## src/rtl/occ_defines.svh

```systemverilog
// Purpose: Constants for the oscillator and CPU clock control block.
// Assumes: Registers sit on a classic Wishbone bus, one byte per word.
// Notes: Byte address is four times the register index.
//
// Behaviour
// RQ1 - Pin mode register resets to zero, ports.
// RQ2 - Bits 7 and 6 select port, resonator, external.
// RQ3 - Change pin mode only while source halted.
// RQ4 - Divider register resets to 0x01, divide two.
// RQ5 - Divider codes 0..4 give divide 1..16.
// RQ6 - Flash mode pin divides internal fast clock.
// RQ7 - Software writes zero to divider bits 7..3.
// RQ8 - Oscillator mode reads 0x00, then 0x80 stable.
// RQ9 - Stable flag low while settling, high stable.
// RQ10 - Bit 1 halts slow internal oscillator.
// RQ11 - Bit 0 halts fast internal oscillator.
// RQ12 - Halt fast oscillator only when main status one.
// RQ13 - Halt its peripherals before halting fast oscillator.
// RQ14 - Main oscillator control resets to 0x80.
// RQ15 - Halt bit zero runs source, one stops it.
// RQ16 - Halt source only when main status zero.
// RQ17 - Never clear source halt in port mode.
// RQ18 - Reinitialise peripherals after clock restarts.
// RQ19 - Main status zero internal, one high speed; status copies the selector bit, even with the flash pin high.
`ifndef OCC_DEFINES_SVH
`define OCC_DEFINES_SVH

// ****************************************************************
// Register indices and reset values
// ****************************************************************
`define OCC_IDX_PIN_MODE 16'hFF9F
`define OCC_IDX_INT_OSC 16'hFFA0
`define OCC_IDX_MAIN_OSC 16'hFFA2
`define OCC_IDX_CPU_DIV 16'hFFFB
`define OCC_IDX_MAIN_SEL 16'hFFA1
`define OCC_RST_PIN_MODE 8'h00
`define OCC_RST_INT_OSC 8'h00
`define OCC_RST_MAIN_OSC 8'h80
`define OCC_RST_CPU_DIV 8'h01
`define OCC_RST_MAIN_SEL 8'h00

// ****************************************************************
// Field positions
// ****************************************************************
`define OCC_BIT_EXT_SEL 7
`define OCC_BIT_OSC_EN 6
`define OCC_BIT_STABLE 7
`define OCC_BIT_SLOW_HALT 1
`define OCC_BIT_FAST_HALT 0
`define OCC_BIT_SRC_HALT 7
`define OCC_BIT_MAIN_STAT 1
`define OCC_BIT_MAIN_SEL 0

// ****************************************************************
// Timing
// ****************************************************************
`define OCC_CLK_NS 10
`define OCC_SETTLE_NS 1000
`define OCC_SETTLE_CYC (`OCC_SETTLE_NS / `OCC_CLK_NS)

`endif

```

## src/rtl/occ_pkg.sv

```systemverilog
// Purpose: Types for the oscillator and CPU clock control block.
// Assumes: Nothing beyond the defines header.
// Notes: Modes and carried bundles only.
`default_nettype none
package occ_pkg;

    typedef enum logic [1:0] {
        OCC_PIN_PORT,
        OCC_PIN_RESONATOR,
        OCC_PIN_EXTERNAL
    } occ_pin_mode_t;

    typedef struct packed {
        logic fast_osc_run;
        logic slow_osc_run;
        logic resonator_run;
        logic ext_clk_enable;
        logic use_fast_osc;
    } occ_osc_ctrl_t;

    typedef struct packed {
        logic main_clock_status;
        logic fast_osc_stable_flag;
    } occ_status_t;

endpackage
`default_nettype wire

```

## src/rtl/occ_settle.sv

```systemverilog
// Purpose: Settling timer for the internal fast oscillator.
// Assumes: Restarts whenever the oscillator is halted.
// Notes: Done holds high until the oscillator halts again.
`include "occ_defines.svh"
`default_nettype none
module occ_settle #(
    parameter int CYCLES = `OCC_SETTLE_CYC
) (
    // Clock and reset
    input wire logic clk_i,
    input wire logic rst_i,
    // Control
    input wire logic run_i,
    output logic done_o
);
    localparam int W = $clog2(CYCLES + 1);
    logic [W-1:0] cnt_q, cnt_d;
    logic done_q, done_d;

    // A zero count would never let the stable flag rise.
    if (CYCLES < 1) begin
        $error("occ_settle: CYCLES must be at least one");
    end

    always_comb begin
        cnt_d = cnt_q;
        done_d = done_q;
        if (!run_i) begin
            cnt_d = '0;
            done_d = 1'b0;
        end else if (cnt_q == W'(CYCLES - 1)) begin
            done_d = 1'b1; // RQ9
        end else begin
            cnt_d = cnt_q + W'(1);
        end
    end

    always_ff @(posedge clk_i) begin
        if (rst_i) begin
            cnt_q <= '0;
            done_q <= 1'b0;
        end else begin
            cnt_q <= cnt_d;
            done_q <= done_d;
        end
    end

    assign done_o = done_q;
endmodule
`default_nettype wire

```

## src/rtl/occ_top.sv

```systemverilog
// Purpose: Oscillator and CPU clock control with Wishbone registers.
// Assumes: Classic Wishbone, 8-bit data in low bits of a 32-bit word.
// Notes: One clock; CPU clock is a one-cycle enable from a divider.
//
// Added by the designer: the Wishbone slave port.
`include "occ_defines.svh"
`default_nettype none
module occ_top
    import occ_pkg::*;
#(
    parameter int SETTLE_CYC = `OCC_SETTLE_CYC
) (
    // Clock and reset
    input wire logic clk_i,
    input wire logic rst_i,
    // Wishbone slave
    input wire logic wb_cyc_i,
    input wire logic wb_stb_i,
    input wire logic wb_we_i,
    input wire logic [17:0] wb_adr_i,
    input wire logic [3:0] wb_sel_i,
    input wire logic [31:0] wb_dat_i,
    output logic [31:0] wb_dat_o,
    output logic wb_ack_o,
    output logic wb_err_o,
    // Pins and straps
    input wire logic flash_mode_pin_i,
    // Clock control outputs
    output logic cpu_clk_en_o,
    output occ_pin_mode_t pin_mode_o,
    output occ_osc_ctrl_t osc_ctrl_o
);
    // ****************************************************************
    // Register state
    // ****************************************************************
    logic [7:0] pin_mode_q, pin_mode_d;
    logic [7:0] int_osc_q, int_osc_d;
    logic [7:0] main_osc_q, main_osc_d;
    logic [7:0] cpu_div_q, cpu_div_d;
    logic [7:0] main_sel_q, main_sel_d;
    logic [31:0] dat_q, dat_d;
    logic ack_q, ack_d, err_q, err_d;
    logic stable;
    logic [2:0] flash_sync_q;
    logic flash_q, flash_d;
    logic [3:0] div_cnt_q, div_cnt_d;
    logic cpu_en_q, cpu_en_d;
    occ_pin_mode_t mode_q, mode_d;
    occ_osc_ctrl_t ctrl_q, ctrl_d;
    occ_status_t status;

    function automatic logic [15:0] reg_index(input logic [17:0] adr);
        return adr[17:2];
    endfunction

    function automatic logic [3:0] div_limit(input logic [2:0] code);
        case (code)
            3'h0: return 4'h0;
            3'h1: return 4'h1;
            3'h2: return 4'h3;
            3'h3: return 4'h7;
            3'h4: return 4'hF;
            default: return 4'h1;
        endcase
    endfunction

    if (SETTLE_CYC < 1) begin
        $error("occ_top: SETTLE_CYC must be at least one");
    end

    // ****************************************************************
    // Fast oscillator settling
    // ****************************************************************
    occ_settle #(
        .CYCLES(SETTLE_CYC)
    ) u_settle (
        .clk_i(clk_i),
        .rst_i(rst_i),
        .run_i(!int_osc_q[`OCC_BIT_FAST_HALT]),
        .done_o(stable)
    );

    assign status.main_clock_status = main_sel_q[`OCC_BIT_MAIN_SEL]; // RQ19
    assign status.fast_osc_stable_flag = stable; // RQ9

    // ****************************************************************
    // Register bus
    // ****************************************************************
    always_comb begin
        logic hit;
        logic req;
        hit = 1'b1;
        req = wb_cyc_i && wb_stb_i && !ack_q && !err_q;
        pin_mode_d = pin_mode_q;
        int_osc_d = int_osc_q;
        main_osc_d = main_osc_q;
        cpu_div_d = cpu_div_q;
        main_sel_d = main_sel_q;
        dat_d = dat_q;
        case (reg_index(wb_adr_i))
            `OCC_IDX_PIN_MODE: dat_d = {24'h000000, pin_mode_q};
            `OCC_IDX_INT_OSC: dat_d = {24'h000000, status.fast_osc_stable_flag,
                                       int_osc_q[6:0]}; // RQ8
            `OCC_IDX_MAIN_OSC: dat_d = {24'h000000, main_osc_q};
            `OCC_IDX_CPU_DIV: dat_d = {24'h000000, cpu_div_q};
            `OCC_IDX_MAIN_SEL: dat_d = {24'h000000, 6'h00,
                                        status.main_clock_status,
                                        main_sel_q[0]};
            default: begin
                hit = 1'b0;
                dat_d = 32'h00000000;
            end
        endcase
        if (!req) begin
            dat_d = dat_q;
        end
        if (req && wb_we_i && hit && wb_sel_i[0]) begin
            case (reg_index(wb_adr_i))
                `OCC_IDX_PIN_MODE: pin_mode_d = {wb_dat_i[7:6], 6'h00}; // RQ2
                `OCC_IDX_INT_OSC:
                    int_osc_d = {6'h00, wb_dat_i[1:0]}; // RQ10 RQ11
                `OCC_IDX_MAIN_OSC: main_osc_d = {wb_dat_i[7], 7'h00}; // RQ15
                `OCC_IDX_CPU_DIV: cpu_div_d = {5'h00, wb_dat_i[2:0]}; // RQ5
                `OCC_IDX_MAIN_SEL: main_sel_d = {7'h00, wb_dat_i[0]};
                default: pin_mode_d = pin_mode_q;
            endcase
        end
        ack_d = req && hit;
        err_d = req && !hit;
    end

    always_ff @(posedge clk_i) begin
        if (rst_i) begin
            pin_mode_q <= `OCC_RST_PIN_MODE; // RQ1
            int_osc_q <= `OCC_RST_INT_OSC; // RQ8
            main_osc_q <= `OCC_RST_MAIN_OSC; // RQ14
            cpu_div_q <= `OCC_RST_CPU_DIV; // RQ4
            main_sel_q <= `OCC_RST_MAIN_SEL;
            dat_q <= 32'h00000000;
            ack_q <= 1'b0;
            err_q <= 1'b0;
        end else begin
            pin_mode_q <= pin_mode_d;
            int_osc_q <= int_osc_d;
            main_osc_q <= main_osc_d;
            cpu_div_q <= cpu_div_d;
            main_sel_q <= main_sel_d;
            dat_q <= dat_d;
            ack_q <= ack_d;
            err_q <= err_d;
        end
    end

    // ****************************************************************
    // Flash mode pin synchroniser
    // ****************************************************************
    // The pin changes rarely, so three stages cost nothing and stop glitches.
    always_comb begin
        flash_d = flash_q;
        if (flash_sync_q[1] == flash_sync_q[2]) begin
            flash_d = flash_sync_q[2];
        end
    end

    always_ff @(posedge clk_i) begin
        if (rst_i) begin
            flash_sync_q <= 3'h0;
            flash_q <= 1'b0;
        end else begin
            flash_sync_q <= {flash_sync_q[1:0], flash_mode_pin_i};
            flash_q <= flash_d;
        end
    end

    // ****************************************************************
    // Mode decode and CPU clock divider
    // ****************************************************************
    always_comb begin
        mode_d = OCC_PIN_PORT;
        if (pin_mode_q[`OCC_BIT_OSC_EN]) begin
            mode_d = pin_mode_q[`OCC_BIT_EXT_SEL] ? OCC_PIN_EXTERNAL
                                                  : OCC_PIN_RESONATOR; // RQ2
        end
        ctrl_d.fast_osc_run = !int_osc_q[`OCC_BIT_FAST_HALT]; // RQ11
        ctrl_d.slow_osc_run = !int_osc_q[`OCC_BIT_SLOW_HALT]; // RQ10
        ctrl_d.resonator_run = (mode_d == OCC_PIN_RESONATOR) &&
                               !main_osc_q[`OCC_BIT_SRC_HALT]; // RQ15
        ctrl_d.ext_clk_enable = (mode_d == OCC_PIN_EXTERNAL) &&
                                !main_osc_q[`OCC_BIT_SRC_HALT]; // RQ15
        // With the flash pin high the divider always runs from the
        // internal fast clock, whatever the main selector holds.
        ctrl_d.use_fast_osc = flash_q || !main_sel_q[`OCC_BIT_MAIN_SEL]; // RQ6
        // Codes above four are prohibited; they fall back to divide two.
        if (div_cnt_q >= div_limit(cpu_div_q[2:0])) begin
            div_cnt_d = 4'h0;
            cpu_en_d = 1'b1; // RQ5
        end else begin
            div_cnt_d = div_cnt_q + 4'h1;
            cpu_en_d = 1'b0;
        end
    end

    always_ff @(posedge clk_i) begin
        if (rst_i) begin
            mode_q <= OCC_PIN_PORT;
            ctrl_q <= '0;
            div_cnt_q <= 4'h0;
            cpu_en_q <= 1'b0;
        end else begin
            mode_q <= mode_d;
            ctrl_q <= ctrl_d;
            div_cnt_q <= div_cnt_d;
            cpu_en_q <= cpu_en_d;
        end
    end

    assign wb_dat_o = dat_q;
    assign wb_ack_o = ack_q;
    assign wb_err_o = err_q;
    assign cpu_clk_en_o = cpu_en_q;
    assign pin_mode_o = mode_q;
    assign osc_ctrl_o = ctrl_q;
endmodule
`default_nettype wire

```

## config.mk

```make
export PLATFORM = sky130hd
export DESIGN_NAME = occ_top
export DESIGN_NICKNAME = d
export VERILOG_FILES = /design/src/rtl/occ_pkg.sv /design/src/rtl/occ_settle.sv /design/src/rtl/occ_top.sv
export VERILOG_INCLUDE_DIRS = /design/src /design/src/rtl
export SDC_FILE = /design/constraint.sdc
export NUM_CORES = 1
export LEC_CHECK = 0
export ABC_AREA = 1
export BUFFER_PORTS_ARGS = -buffer_cell sky130_fd_sc_hd__buf_2
export CAP_MARGIN = 20
export CORE_AREA = 2 2 88 56
export DETAILED_ROUTE_END_ITERATION = 10
export DIE_AREA = 0 0 90 58
export GPL_ROUTABILITY_DRIVEN = 0
export GPL_TIMING_DRIVEN = 0
export PLACE_DENSITY = 0.88
export REMOVE_ABC_BUFFERS = 1
export SLEW_MARGIN = 10
export SYNTH_ARGS = -nofsm -noshare
export SYNTH_HDL_FRONTEND = slang
export SYNTH_SLANG_ARGS = --single-unit
```

## constraint.sdc

```tcl
create_clock -name clk_i -period 2.45 [get_ports clk_i]
set_input_delay 0.245 -clock clk_i [delete_from_list [all_inputs] [get_ports clk_i]]
set_output_delay 0.245 -clock clk_i [all_outputs]
set_load 0.02 [all_outputs]
```

==> results.py, run 1 <==
metrics = {
    "worst_setup_path": {
        "critPathMaxFanout": 4,
        "criticalPathCategory": "reg2reg",
        "max_stage_delay_ns": 0.34,
        "startpoint_type": "register",
        "cp.required_ns": 2.67,
        "rrSetupSlack_ns": 0.80,
        "critPathBufInv": 1,
        "rr_worst_depth": 8,
        "cp_top_family": "simple AND/OR/NAND/NOR gates",
        "rr_startpoint": "cpu_div_q[0]",
        "slowest_stage": "dfxtp_1",
        "reg2reg_to": "div_cnt_q[3]",
        "crit_top_cell": "nor2_1",
        "cp_cell_sequence": "nor2_1 > a21oi_1 > ha_1 > inv_1 > nor2_1 > o211ai_1 > nand4_1 > nor2_1",
        "endpoint_kind": "register",
        "cp.arrival_ns": 1.87,
    },
    "synth": {
        "synth_area_mm2": 0.00207,
        "seq_area_frac_synth": 0.388,
        "ys_ff_latch": 40,
        "synthTopCellsByArea": "dfxtp_1 39%, buf_4 9.8%, nand2_1 9.4%, nor2_1 7.5%, inv_1 4.7%",
        "ys_warn_count": 0,
        "post_synth.cell_area_avg_um2": 7.40,
        "yosysTopAreaCell": "dfxtp_1",
        "synth_top_area_frac": 0.388,
        "netlist_instances": 279,
        "ys_types": 30,
    },
    "timing": {
        "fin_skew_ns": 0.00399,
        "slew_viol_final": 0,
        "relSlewSlack": 0.601,
        "tightest_slew_ns": 0.598,
        "hold_viol": 0,
        "setup_viol_count_final": 0,
        "fin_crit_sh": 0.672,
        "clock.fmax_ghz": 0.607,
        "rsz0062_at_grt": "no",
        "layout_min_cycle_time_ns": 1.65,
        "tns_ns": 0,
    },
    "route": {
        "drtPass1Iterations": 4,
        "vias": 1740,
        "drc": 0,
        "wire_per_inst_um": 9.99,
        "finalWirelength_um": 3870,
        "ant_nets": 0,
        "drt_iter0_drc": 100,
        "vias_per_cell": 4.50,
    },
    "min_path": {
        "min_path_cells": 3,
        "holdCritPathClass": "in2reg",
        "hold_end": "flash_sync_q[0]",
        "hp-start": "flash_mode_pin_i",
    },
    "layout": {
        "antenna_cells": 0,
        "fill_cells": 447,
        "area_growth_syn_to_layout_pct": 12.4,
        "final_common_cell": "nand2_1",
        "final_cell_mix": "52 x nand2_1, 42 x buf_2, 41 x nor2_1",
        "final_layout_size_suffix_gt1_frac": 0.219,
        "multi_input_area_mm2": 0.00102,
        "seqCellArea_um2": 801,
        "fin_nets": 389,
    },
    "global_routing": {
        "grt_pass1_vias": 1524,
        "antenna_found_initial": 0,
        "grt_max_degree": 19,
        "track_usage": 0.162,
        "grt_pass1_wl_um": 6670,
        "grt_overflow": 0,
    },
    "place": {
        "io_buffers": 42,
        "dpl.hpwl_um": 3070,
    },
    "power": {
        "irDropWorstVdd_uv": 326,
        "switching_share": 0.277,
        "p_int_uw": 986,
        "power_density_mw_per_mm2": 588,
        "totalPowerFinal_mw": 1.36,
        "total_leakage_power_nw": 1.15,
        "pwr-share-comb": 0.162,
        "clock_power_share": 0.324,
        "share_seq_of_total_power": 0.514,
        "switchingPower_uw": 379,
    },
    "outcome": {
        "outcome": "finished clean",
    },
    "clock_network": {
        "cts_tree": "yes",
        "hold_buffers": 0,
        "root_buffer": "clkbuf_8",
        "cts_resized": 0,
        "clock-sinks": 40,
        "worstSkewPairLatency_ns": 0.29,
        "cts_buffer_depth": 2,
        "clk_pin_slew_ns": 0.07,
        "postCtsSetupRepairBufs": 0,
        "cts_buffers": 5,
        "htree_levels": 2,
    },
    "floorplan": {
        "die_area_mm2": 0.00522,
        "initial_core_util": 0.467,
        "rows": 19,
        "ios": 102,
        "fp.coreArea_mm2": 0.00442,
        "dieHeight_um": 58,
        "fp.dieW_um": 90,
    },
    "run": {
        "maxCapViolations": 0,
    },
}
[how the worst max path moves through the flow]
stage	startpoint	to	slack, ns	cells past startpoint
floorplan	cpu_div_q[0]	div_cnt_q[0]	1.04	8
global placement	cpu_div_q[0]	div_cnt_q[0]	0.91	8
detailed placement	cpu_div_q[0]	div_cnt_q[3]	0.83	8
CTS	cpu_div_q[0]	div_cnt_q[3]	0.80	8
global route	cpu_div_q[0]	div_cnt_q[3]	0.61	8
finish	cpu_div_q[0]	div_cnt_q[3]	0.80	8
[tightest hold or removal path: cells and delay by family]
kind                   cells  cell delay (ns)
AND/OR/NAND/NOR            1             0.03
buffers and inverters      2             0.13
[registers in the layout, indices dropped and copies added, names as in the netlist]
name             cells
cpu_clk_en_o         1
cpu_div_q            3
div_cnt_q            4
flash_q              1
flash_sync_q         3
int_osc_q            2
main_osc_q           1
main_sel_q           1
osc_ctrl_o           5
pin_mode_o           2
pin_mode_q           2
u_settle.cnt_q       7
u_settle.done_o      1
wb_ack_o             1
wb_dat_o             5
wb_err_o             1
[routing by layer]
metal,vias up,global-route usage,wire length (um)
met5,-,0,0
met4,0,0.0396,19
met1,780,0.220,1940
met3,2,0.0624,208
li1,919,-,-
met2,39,0.247,1700
[kinds of logic (layout without fill, tap and decap cells)]
family          count (synthesis)  after routing  synth area share
simple gates                  142            142             0.332
fa+ha+maj                       6              6            0.0363
flops                          40             40             0.388
other cells                     1             27           0.00182
buf+inv                        64             83             0.167
compound gates                 21             21            0.0545
xor+xnor                        5              5            0.0212
[through the flow]
| stage | setup WS (ns) | util | hold WS [ns] | cell area [um^2] | std cells |
|---|---|---|---|---|---|
| floorplan | 1.04 | - | 0.312 | 1940 | 274 |
| global placement | 0.905 | 0.505 | 0.390 | 2230 | 379 |
| detailed placement | 0.832 | 0.505 | 0.402 | 2230 | 379 |
| CTS | 0.798 | 0.525 | 0.141 | 2320 | 387 |
| global route | 0.612 | 0.525 | 0.142 | 2320 | 387 |
| finish | 0.804 | 0.525 | 0.151 | 2320 | 387 |
[Yosys cell counts]
master / number
inv_1: 26
nor2_2: 7
nand3_4: 1
and3_1: 1
xnor2_1: 2
a211oi_1: 1
buf_2: 2
nand4_4: 2
o31ai_1: 1
or4_1: 1
nand3_1: 16
o21ai_0: 4
o211ai_1: 1
nand2_1: 52
inv_2: 7
dfxtp_1: 40
clkbuf_1: 2
ha_1: 6
nor2_1: 41
nand2_2: 4
xor2_1: 3
conb_1: 1
nor3_1: 4
a21oi_1: 12
nor2_4: 2
nand4_1: 6
nor3b_1: 2
nor4_1: 3
buf_4: 27
o21ai_1: 2
[cell type report]
| type | count | area share |
|---|---|---|
| multi-input combinational | 201 | 0.439 |
| sequential | 40 | 0.345 |
| timing repair buffer | 42 | 0.0905 |
| inverter | 33 | 0.0533 |
| clock buffer | 8 | 0.0388 |
| tap | 63 | 0.0339 |
[power by group through the flow]
stage | clock (mW) | sequential (mW) | combinational, mW
4_1_cts | 0.455 | 0.702 | 0.223
3_5_place_dp | 0 | 0.717 | 0.222
5_1_grt | 0.488 | 0.706 | 0.256
6_report | 0.442 | 0.702 | 0.221
3_3_place_gp | 0 | 0.714 | 0.215
2_1_floorplan | 0 | 0.725 | 0.148
(Power assumes the default switching activity.)
==> inputs of run 2 (changes only) <==
ABC_AREA = 0   (was 1)
PLACE_DENSITY = 0.84   (was 0.88)
clock period = 1.6 ns   (was 2.45 ns; I/O delays follow)
==> run 2 against run 1 <==
The run now ends with negative setup slack left. Clock power grew 57%. Non-clock buffer count grew 1. First-iteration DRC count shrank 9.0%. Worst hold slack lost 0.082 ns. Die area is the same. Global-route usage shrank 0.83 points. Cell area shrank 3.4%. Wire length grew 4.1%. Sequential power grew 52%. Critical endpoint is now cpu_clk_en_o. Highest routed layer unchanged.
==> results.py, run 2 <==
metrics = {
    "layout": {
        "final_common_cell": "buf_2",
        "final_cell_mix": "42 x buf_2, 39 x dfxtp_1, 27 x conb_1",
        "max_flop_register": "u_settle.cnt_q",
        "final_layout_size_suffix_gt1_frac": 0.230,
        "largest_reg_flops": 7,
        "fill_cells": 424,
        "stdcell_count": 328,
        "area_growth_syn_to_layout_pct": 16.3,
        "antenna_cells": 0,
        "fin_nets": 330,
        "final_cell_area_mm2": 0.00224,
    },
    "global_routing": {
        "grt_pass1_vias": 1413,
        "grt_pass1_wl_um": 6360,
        "track_usage": 0.154,
        "antenna_found_initial": 0,
        "grt_max_degree": 32,
        "grt_overflow": 0,
    },
    "place": {
        "dp_slack_ns": -0.247,
        "dpl.hpwl_um": 2960,
        "dpl_cell_area_mm2": 0.00210,
        "place_inst": 319,
        "io_buffers": 42,
    },
    "floorplan": {
        "fp.coreArea_mm2": 0.00442,
        "dieHeight_um": 58,
        "rows": 19,
        "fp.dieW_um": 90,
        "initial_core_util": 0.436,
        "die_area_mm2": 0.00522,
        "ios": 102,
    },
    "synth": {
        "synth_flop_cell": "dfxtp_1",
        "synth_edf_count": 0,
        "ys_ff_latch": 40,
        "netlist_instances": 219,
        "synthXorXnorAreaFrac": 0.0363,
        "synth_area_mm2": 0.00193,
        "async_reset_ff_frac": 0,
        "synth_fa_ha_area_frac": 0.0389,
        "seq_area_frac_synth": 0.415,
        "ys_types": 39,
        "synthMostInstantiatedCell": "dfxtp_1",
        "synthTopCellsByArea": "dfxtp_1 42%, buf_4 11%, ha_1 3.9%, nand3_1 3.9%, nor2_1 3.7%",
        "post_synth.cell_area_avg_um2": 8.81,
        "synthSimpleGateAreaFrac": 0.270,
        "ys_top_cells_by_count": "40 x dfxtp_1, 27 x buf_4, 19 x nor2_1",
        "synth_top_family_by_area": "simple AND/OR/NAND/NOR gates",
        "ys_warn_count": 0,
        "synth_top_area_frac": 0.415,
        "yosysTopAreaCell": "dfxtp_1",
        "synth.area.mux_share": 0.0311,
        "synth-compound-area-share": 0.0772,
    },
    "power": {
        "totalPowerFinal_mw": 2.11,
        "power_density_mw_per_mm2": 943,
        "irDropWorstVdd_uv": 612,
        "total_leakage_power_nw": 0.976,
    },
    "clock_network": {
        "cts_tree": "yes",
        "worstSkewPairLatency_ns": 0.30,
        "hold_buffers": 0,
        "cts_buffer_depth": 2,
        "cts_buffers": 5,
        "root_buffer": "clkbuf_8",
        "clock-sinks": 40,
        "htree_levels": 2,
        "clk_pin_slew_ns": 0.08,
    },
    "worst_setup_path": {
        "cp.arrival_ns": 1.95,
        "cp.required_ns": 1.83,
        "criticalPathCategory": "reg2reg",
        "cp_cell_sequence": "or3_1 > ha_1 > inv_1 > a21boi_1 > o21ai_1 > a21oi_2 > nor2b_1",
        "startpoint_type": "register",
        "critPathBufInv": 1,
        "slowest_stage": "or3_1",
        "critPathMaxFanout": 5,
        "max_stage_delay_ns": 0.38,
        "endpoint_kind": "register",
        "cp_top_family": "simple AND/OR/NAND/NOR gates",
    },
    "route": {
        "wire_per_inst_um": 12.3,
        "ant_nets": 0,
        "drt_iter0_drc": 91,
        "drtPass1Iterations": 5,
        "vias": 1570,
        "drc": 0,
        "vias_per_cell": 4.79,
        "finalWirelength_um": 4030,
    },
    "timing": {
        "hold_viol": 0,
        "tightest_slew_ns": 0.524,
        "relSlewSlack": 0.651,
        "layout_min_cycle_time_ns": 1.72,
        "fin_crit_sh": 1.07,
        "setup_viol_count_final": 5,
        "clock.fmax_ghz": 0.582,
        "fin_skew_ns": 0.00965,
        "rsz0062_at_grt": "yes",
        "setup_ws_ns": -0.117,
        "slew_viol_final": 0,
    },
    "outcome": {
        "violations": "negative setup slack",
        "outcome": "complete, but fails checks",
    },
    "min_path": {
        "holdCritPathClass": "in2reg",
    },
    "run": {
        "maxCapViolations": 0,
    },
}
-- run 2: cell types whose count changed after synthesis, sizes merged, moves of 3 or more --
cell,before,now
nand4,8,3
nor2,50,19
nand2b,0,3
nor2b,0,5
nand2,56,18
nor3,4,13
inv,33,8
mux2i,0,6
-- run 2: cells by family after synthesis --
logic type,after synthesis
and+or+nand+nor,94
muxes,6
AOI/OAI and AO/OA,25
xor gates and xnor gates,8
other,1
buffers and inverters,39
adders and majority gates,6
DFF,40
-- run 2: repair_timing --
item	in CTS	in global routing
pin swaps	1	1
setup endpoints to repair	8	17
setup buffers	1	0
resized for setup	7	4
-- run 2: power by group --
| group | total [mW] | internal [mW] | switching (mW) | leakage (nW) |
|---|---|---|---|---|
| logic | 0.346 | 0.124 | 0.222 | 0.607 |
| registers | 1.07 | 1.04 | 0.0314 | 0.325 |
| clock network | 0.696 | 0.350 | 0.346 | 0.0445 |
-- run 2: cell type report --
type                            instances  area, um^2  share of cell area
Clock buffer                            7        86.3              0.0385
Clock inverter                          1        7.51             0.00335
Inverter                                8        30.0              0.0134
Multi-Input combinational cell        166        1020               0.455
Sequential cell                        40         802               0.358
Tap cell                               63        78.8              0.0351
Timing Repair Buffer                   43         218              0.0970
-- run 2: stage by stage --
stage	hold WS, ns	setup TNS [ns]	utilization
after detailed placement	0.377	-2.55	0.474
after CTS	0.0698	-0.531	0.501
after global routing	0.0807	-0.922	0.507
after floorplan	0.227	-0.114	-
final	0.0694	-0.547	0.507
after global placement	0.379	-1.74	0.474
-- run 2: worst register-to-register path: stages (launching register included) --
cell and delay (ns):
dfxtp_2 0.35, or3_1 0.38, ha_1 0.28, inv_1 0.03, a21boi_1 0.13, o21ai_1 0.10, a21oi_2 0.24, nor2b_1 0.15
-- run 2: routing by layer --
metal	share of wire	track usage
met2	0.47	0.236
met3	0.079	0.0468
met1	0.45	0.211
met5	0	0
met4	0.0050	0.0484
-- run 2: worst paths after layout --
check	endpoint	cells past startpoint	slack, ns	startpoint
min reg2reg	wb_dat_o[1]	2	0.44	wb_dat_o[1]
max	cpu_clk_en_o	7	-0.12	cpu_div_q[0]
min	flash_sync_q[0]	2	0.07	flash_mode_pin_i
max reg2reg	cpu_clk_en_o	7	-0.12	cpu_div_q[0]
==> inputs of run 3 (changes only) <==
ABC_CLOCK_PERIOD_IN_PS = 1600   (was unset)
CORE_AREA = 2 2 90 57   (was 2 2 88 56)
DIE_AREA = 0 0 92 59   (was 0 0 90 58)
PLACE_DENSITY = 0.82   (was 0.84)
==> run 3 against run 2 <==
The run still ends with negative setup slack left. Global-route usage decreased by 0.89 points. Die area rose by 4.0%. Clock skew down 0.00067 ns. Critical path depth stayed put. Combinational power increased by 2%. Worst setup slack gained 0.011 ns. First-iteration DRC count fell by 3.3%. Critical endpoint unchanged. Highest routed layer unchanged.
==> results.py, run 3 (same netlist as run 2, synthesis figures left out) <==
metrics = {
    "layout": {
        "antenna_cells": 0,
        "stdcell_count": 328,
        "max_flop_register": "u_settle.cnt_q",
        "fin_nets": 330,
        "final_cell_mix": "42 x buf_2, 39 x dfxtp_1, 27 x conb_1",
        "multi_input_area_mm2": 0.00103,
        "final_common_cell": "buf_2",
        "area_growth_syn_to_layout_pct": 16.5,
        "largest_reg_flops": 7,
        "final_layout_size_suffix_gt1_frac": 0.238,
        "seqCellArea_um2": 802,
        "final_cell_area_mm2": 0.00225,
        "fill_cells": 429,
    },
    "global_routing": {
        "grt_max_degree": 32,
        "grt_overflow": 0,
        "antenna_found_initial": 0,
        "track_usage": 0.145,
        "grt_pass1_vias": 1346,
        "grt_pass1_wl_um": 6020,
    },
    "worst_setup_path": {
        "rr_worst_depth": 7,
        "max_stage_delay_ns": 0.37,
        "critical_path_depth": 7,
        "criticalPathCategory": "reg2reg",
        "startpoint_type": "register",
        "cp.arrival_ns": 1.94,
        "critPathBufInv": 1,
        "endpoint_kind": "register",
        "critPathMaxFanout": 5,
        "slowest_stage": "or3_1",
        "cp_cell_sequence": "or3_1 > ha_1 > inv_1 > a21boi_1 > o21ai_1 > a21oi_2 > nor2b_1",
        "cp_top_family": "simple AND/OR/NAND/NOR gates",
        "cp.required_ns": 1.83,
    },
    "place": {
        "dp_slack_ns": -0.237,
        "dpl_cell_area_mm2": 0.00210,
        "dpl.hpwl_um": 2930,
        "io_buffers": 42,
        "place_inst": 319,
    },
    "route": {
        "finalWirelength_um": 3930,
        "vias": 1526,
        "ant_nets": 0,
        "routed.top_layer": "met4",
        "drtPass1Iterations": 4,
        "vias_per_cell": 4.65,
        "drt-met1-wl_um": 1860,
        "wire_per_inst_um": 12.0,
        "dr_wl_met2_um": 1720,
        "wl_met3_um": 304,
        "drt_iter0_drc": 88,
        "drc": 0,
    },
    "timing": {
        "relSlewSlack": 0.643,
        "layout_min_cycle_time_ns": 1.71,
        "setup_ws_ns": -0.106,
        "setup_viol_count_final": 5,
        "hold_viol": 0,
        "slew_viol_final": 0,
        "rsz0062_at_grt": "yes",
        "fin_skew_ns": 0.00897,
        "tightest_slew_ns": 0.536,
        "clock.fmax_ghz": 0.586,
        "fin_crit_sh": 1.07,
    },
    "power": {
        "power_density_mw_per_mm2": 942,
        "totalPowerFinal_mw": 2.12,
        "p_int_mw": 1.51,
        "pwr-share-comb": 0.166,
        "switchingPower_uw": 603,
        "switching_share": 0.285,
        "share_seq_of_total_power": 0.506,
        "clock_power_share": 0.328,
        "irDropWorstVdd_uv": 521,
        "total_leakage_power_nw": 0.983,
    },
    "floorplan": {
        "fp.coreArea_mm2": 0.00452,
        "rows": 19,
        "fp.dieW_um": 92,
        "die_area_mm2": 0.00543,
        "dieHeight_um": 59,
        "initial_core_util": 0.427,
        "ios": 102,
    },
    "clock_network": {
        "htree_levels": 2,
        "clk_pin_slew_ns": 0.08,
        "cts_tree": "yes",
        "root_buffer": "clkbuf_8",
        "worstSkewPairLatency_ns": 0.30,
        "cts_buffer_depth": 2,
        "clock-sinks": 40,
        "cts_buffers": 5,
        "hold_buffers": 0,
    },
    "run": {
        "maxCapViolations": 0,
    },
    "outcome": {
        "violations": "negative setup slack",
        "outcome": "complete, but fails checks",
    },
    "min_path": {
        "min_path_cells": 2,
        "holdCritPathClass": "in2reg",
    },
}
run 3: cell types whose count changed in the layout (fill, tap and decap cells not counted), sizes merged:
| cell | change |
|---|---|
| clkinvlp | -1 |
| clkbuf | -1 |
| clkinv | +2 |
run 3: power groups by stage:
stage               Clock, mW  Sequential, mW  Combinational [mW]
global route            0.754            1.08               0.392
CTS                     0.710            1.07               0.352
global placement            0            1.09               0.309
finish                  0.694            1.07               0.352
detailed placement          0            1.09               0.320
floorplan                   0            1.11               0.199
run 3: metrics by stage:
step / hold slack [ns] / util / TNS (ns)
after floorplan: 0.227 / - / -0.114
after global placement: 0.381 / 0.464 / -1.80
after detailed placement: 0.378 / 0.464 / -2.32
after CTS: 0.0618 / 0.493 / -0.462
after global routing: 0.0659 / 0.498 / -0.902
final: 0.0750 / 0.498 / -0.462
run 3: repair_timing:
action | in CTS | in global routing
setup buffers | 1 | 0
pin swaps | 3 | 1
hold endpoints to repair | 0 | 0
endpoints found under the setup margin | 8 | 13
resized for setup | 9 | 3
run 3: worst reg2reg max path, cell delays in order (launching register included):
cell and delay (ns):
dfxtp_2 0.33, or3_1 0.37, ha_1 0.28, inv_1 0.03, a21boi_1 0.12, o21ai_1 0.09
a21oi_2 0.25, nor2b_1 0.16
run 3: worst paths after layout:
| check | start | to | slack, ns |
|---|---|---|---|
| worst max-delay path | cpu_div_q[0] | cpu_clk_en_o | -0.11 |
| worst max register to register | cpu_div_q[0] | cpu_clk_en_o | -0.11 |
| worst min-delay path | flash_mode_pin_i | flash_sync_q[0] | 0.08 |
| worst min register to register | flash_sync_q[0] | flash_sync_q[1] | 0.45 |
run 3: metal layers:
| layer | vias up | GRT usage |
|---|---|---|
| met5 | - | 0 |
| met4 | 0 | 0.0405 |
| met3 | 7 | 0.0623 |
| met2 | 51 | 0.208 |
| met1 | 680 | 0.200 |
| li1 | 788 | - |
run 3: area by class of cell:
cell class / instances / area share
clock buffer: 6 / 0.0367
clock inverter: 2 / 0.00445
inverter: 8 / 0.0134
multi-input combinational: 166 / 0.457
sequential: 40 / 0.357
tap: 63 / 0.0351
timing repair buffer: 43 / 0.0969
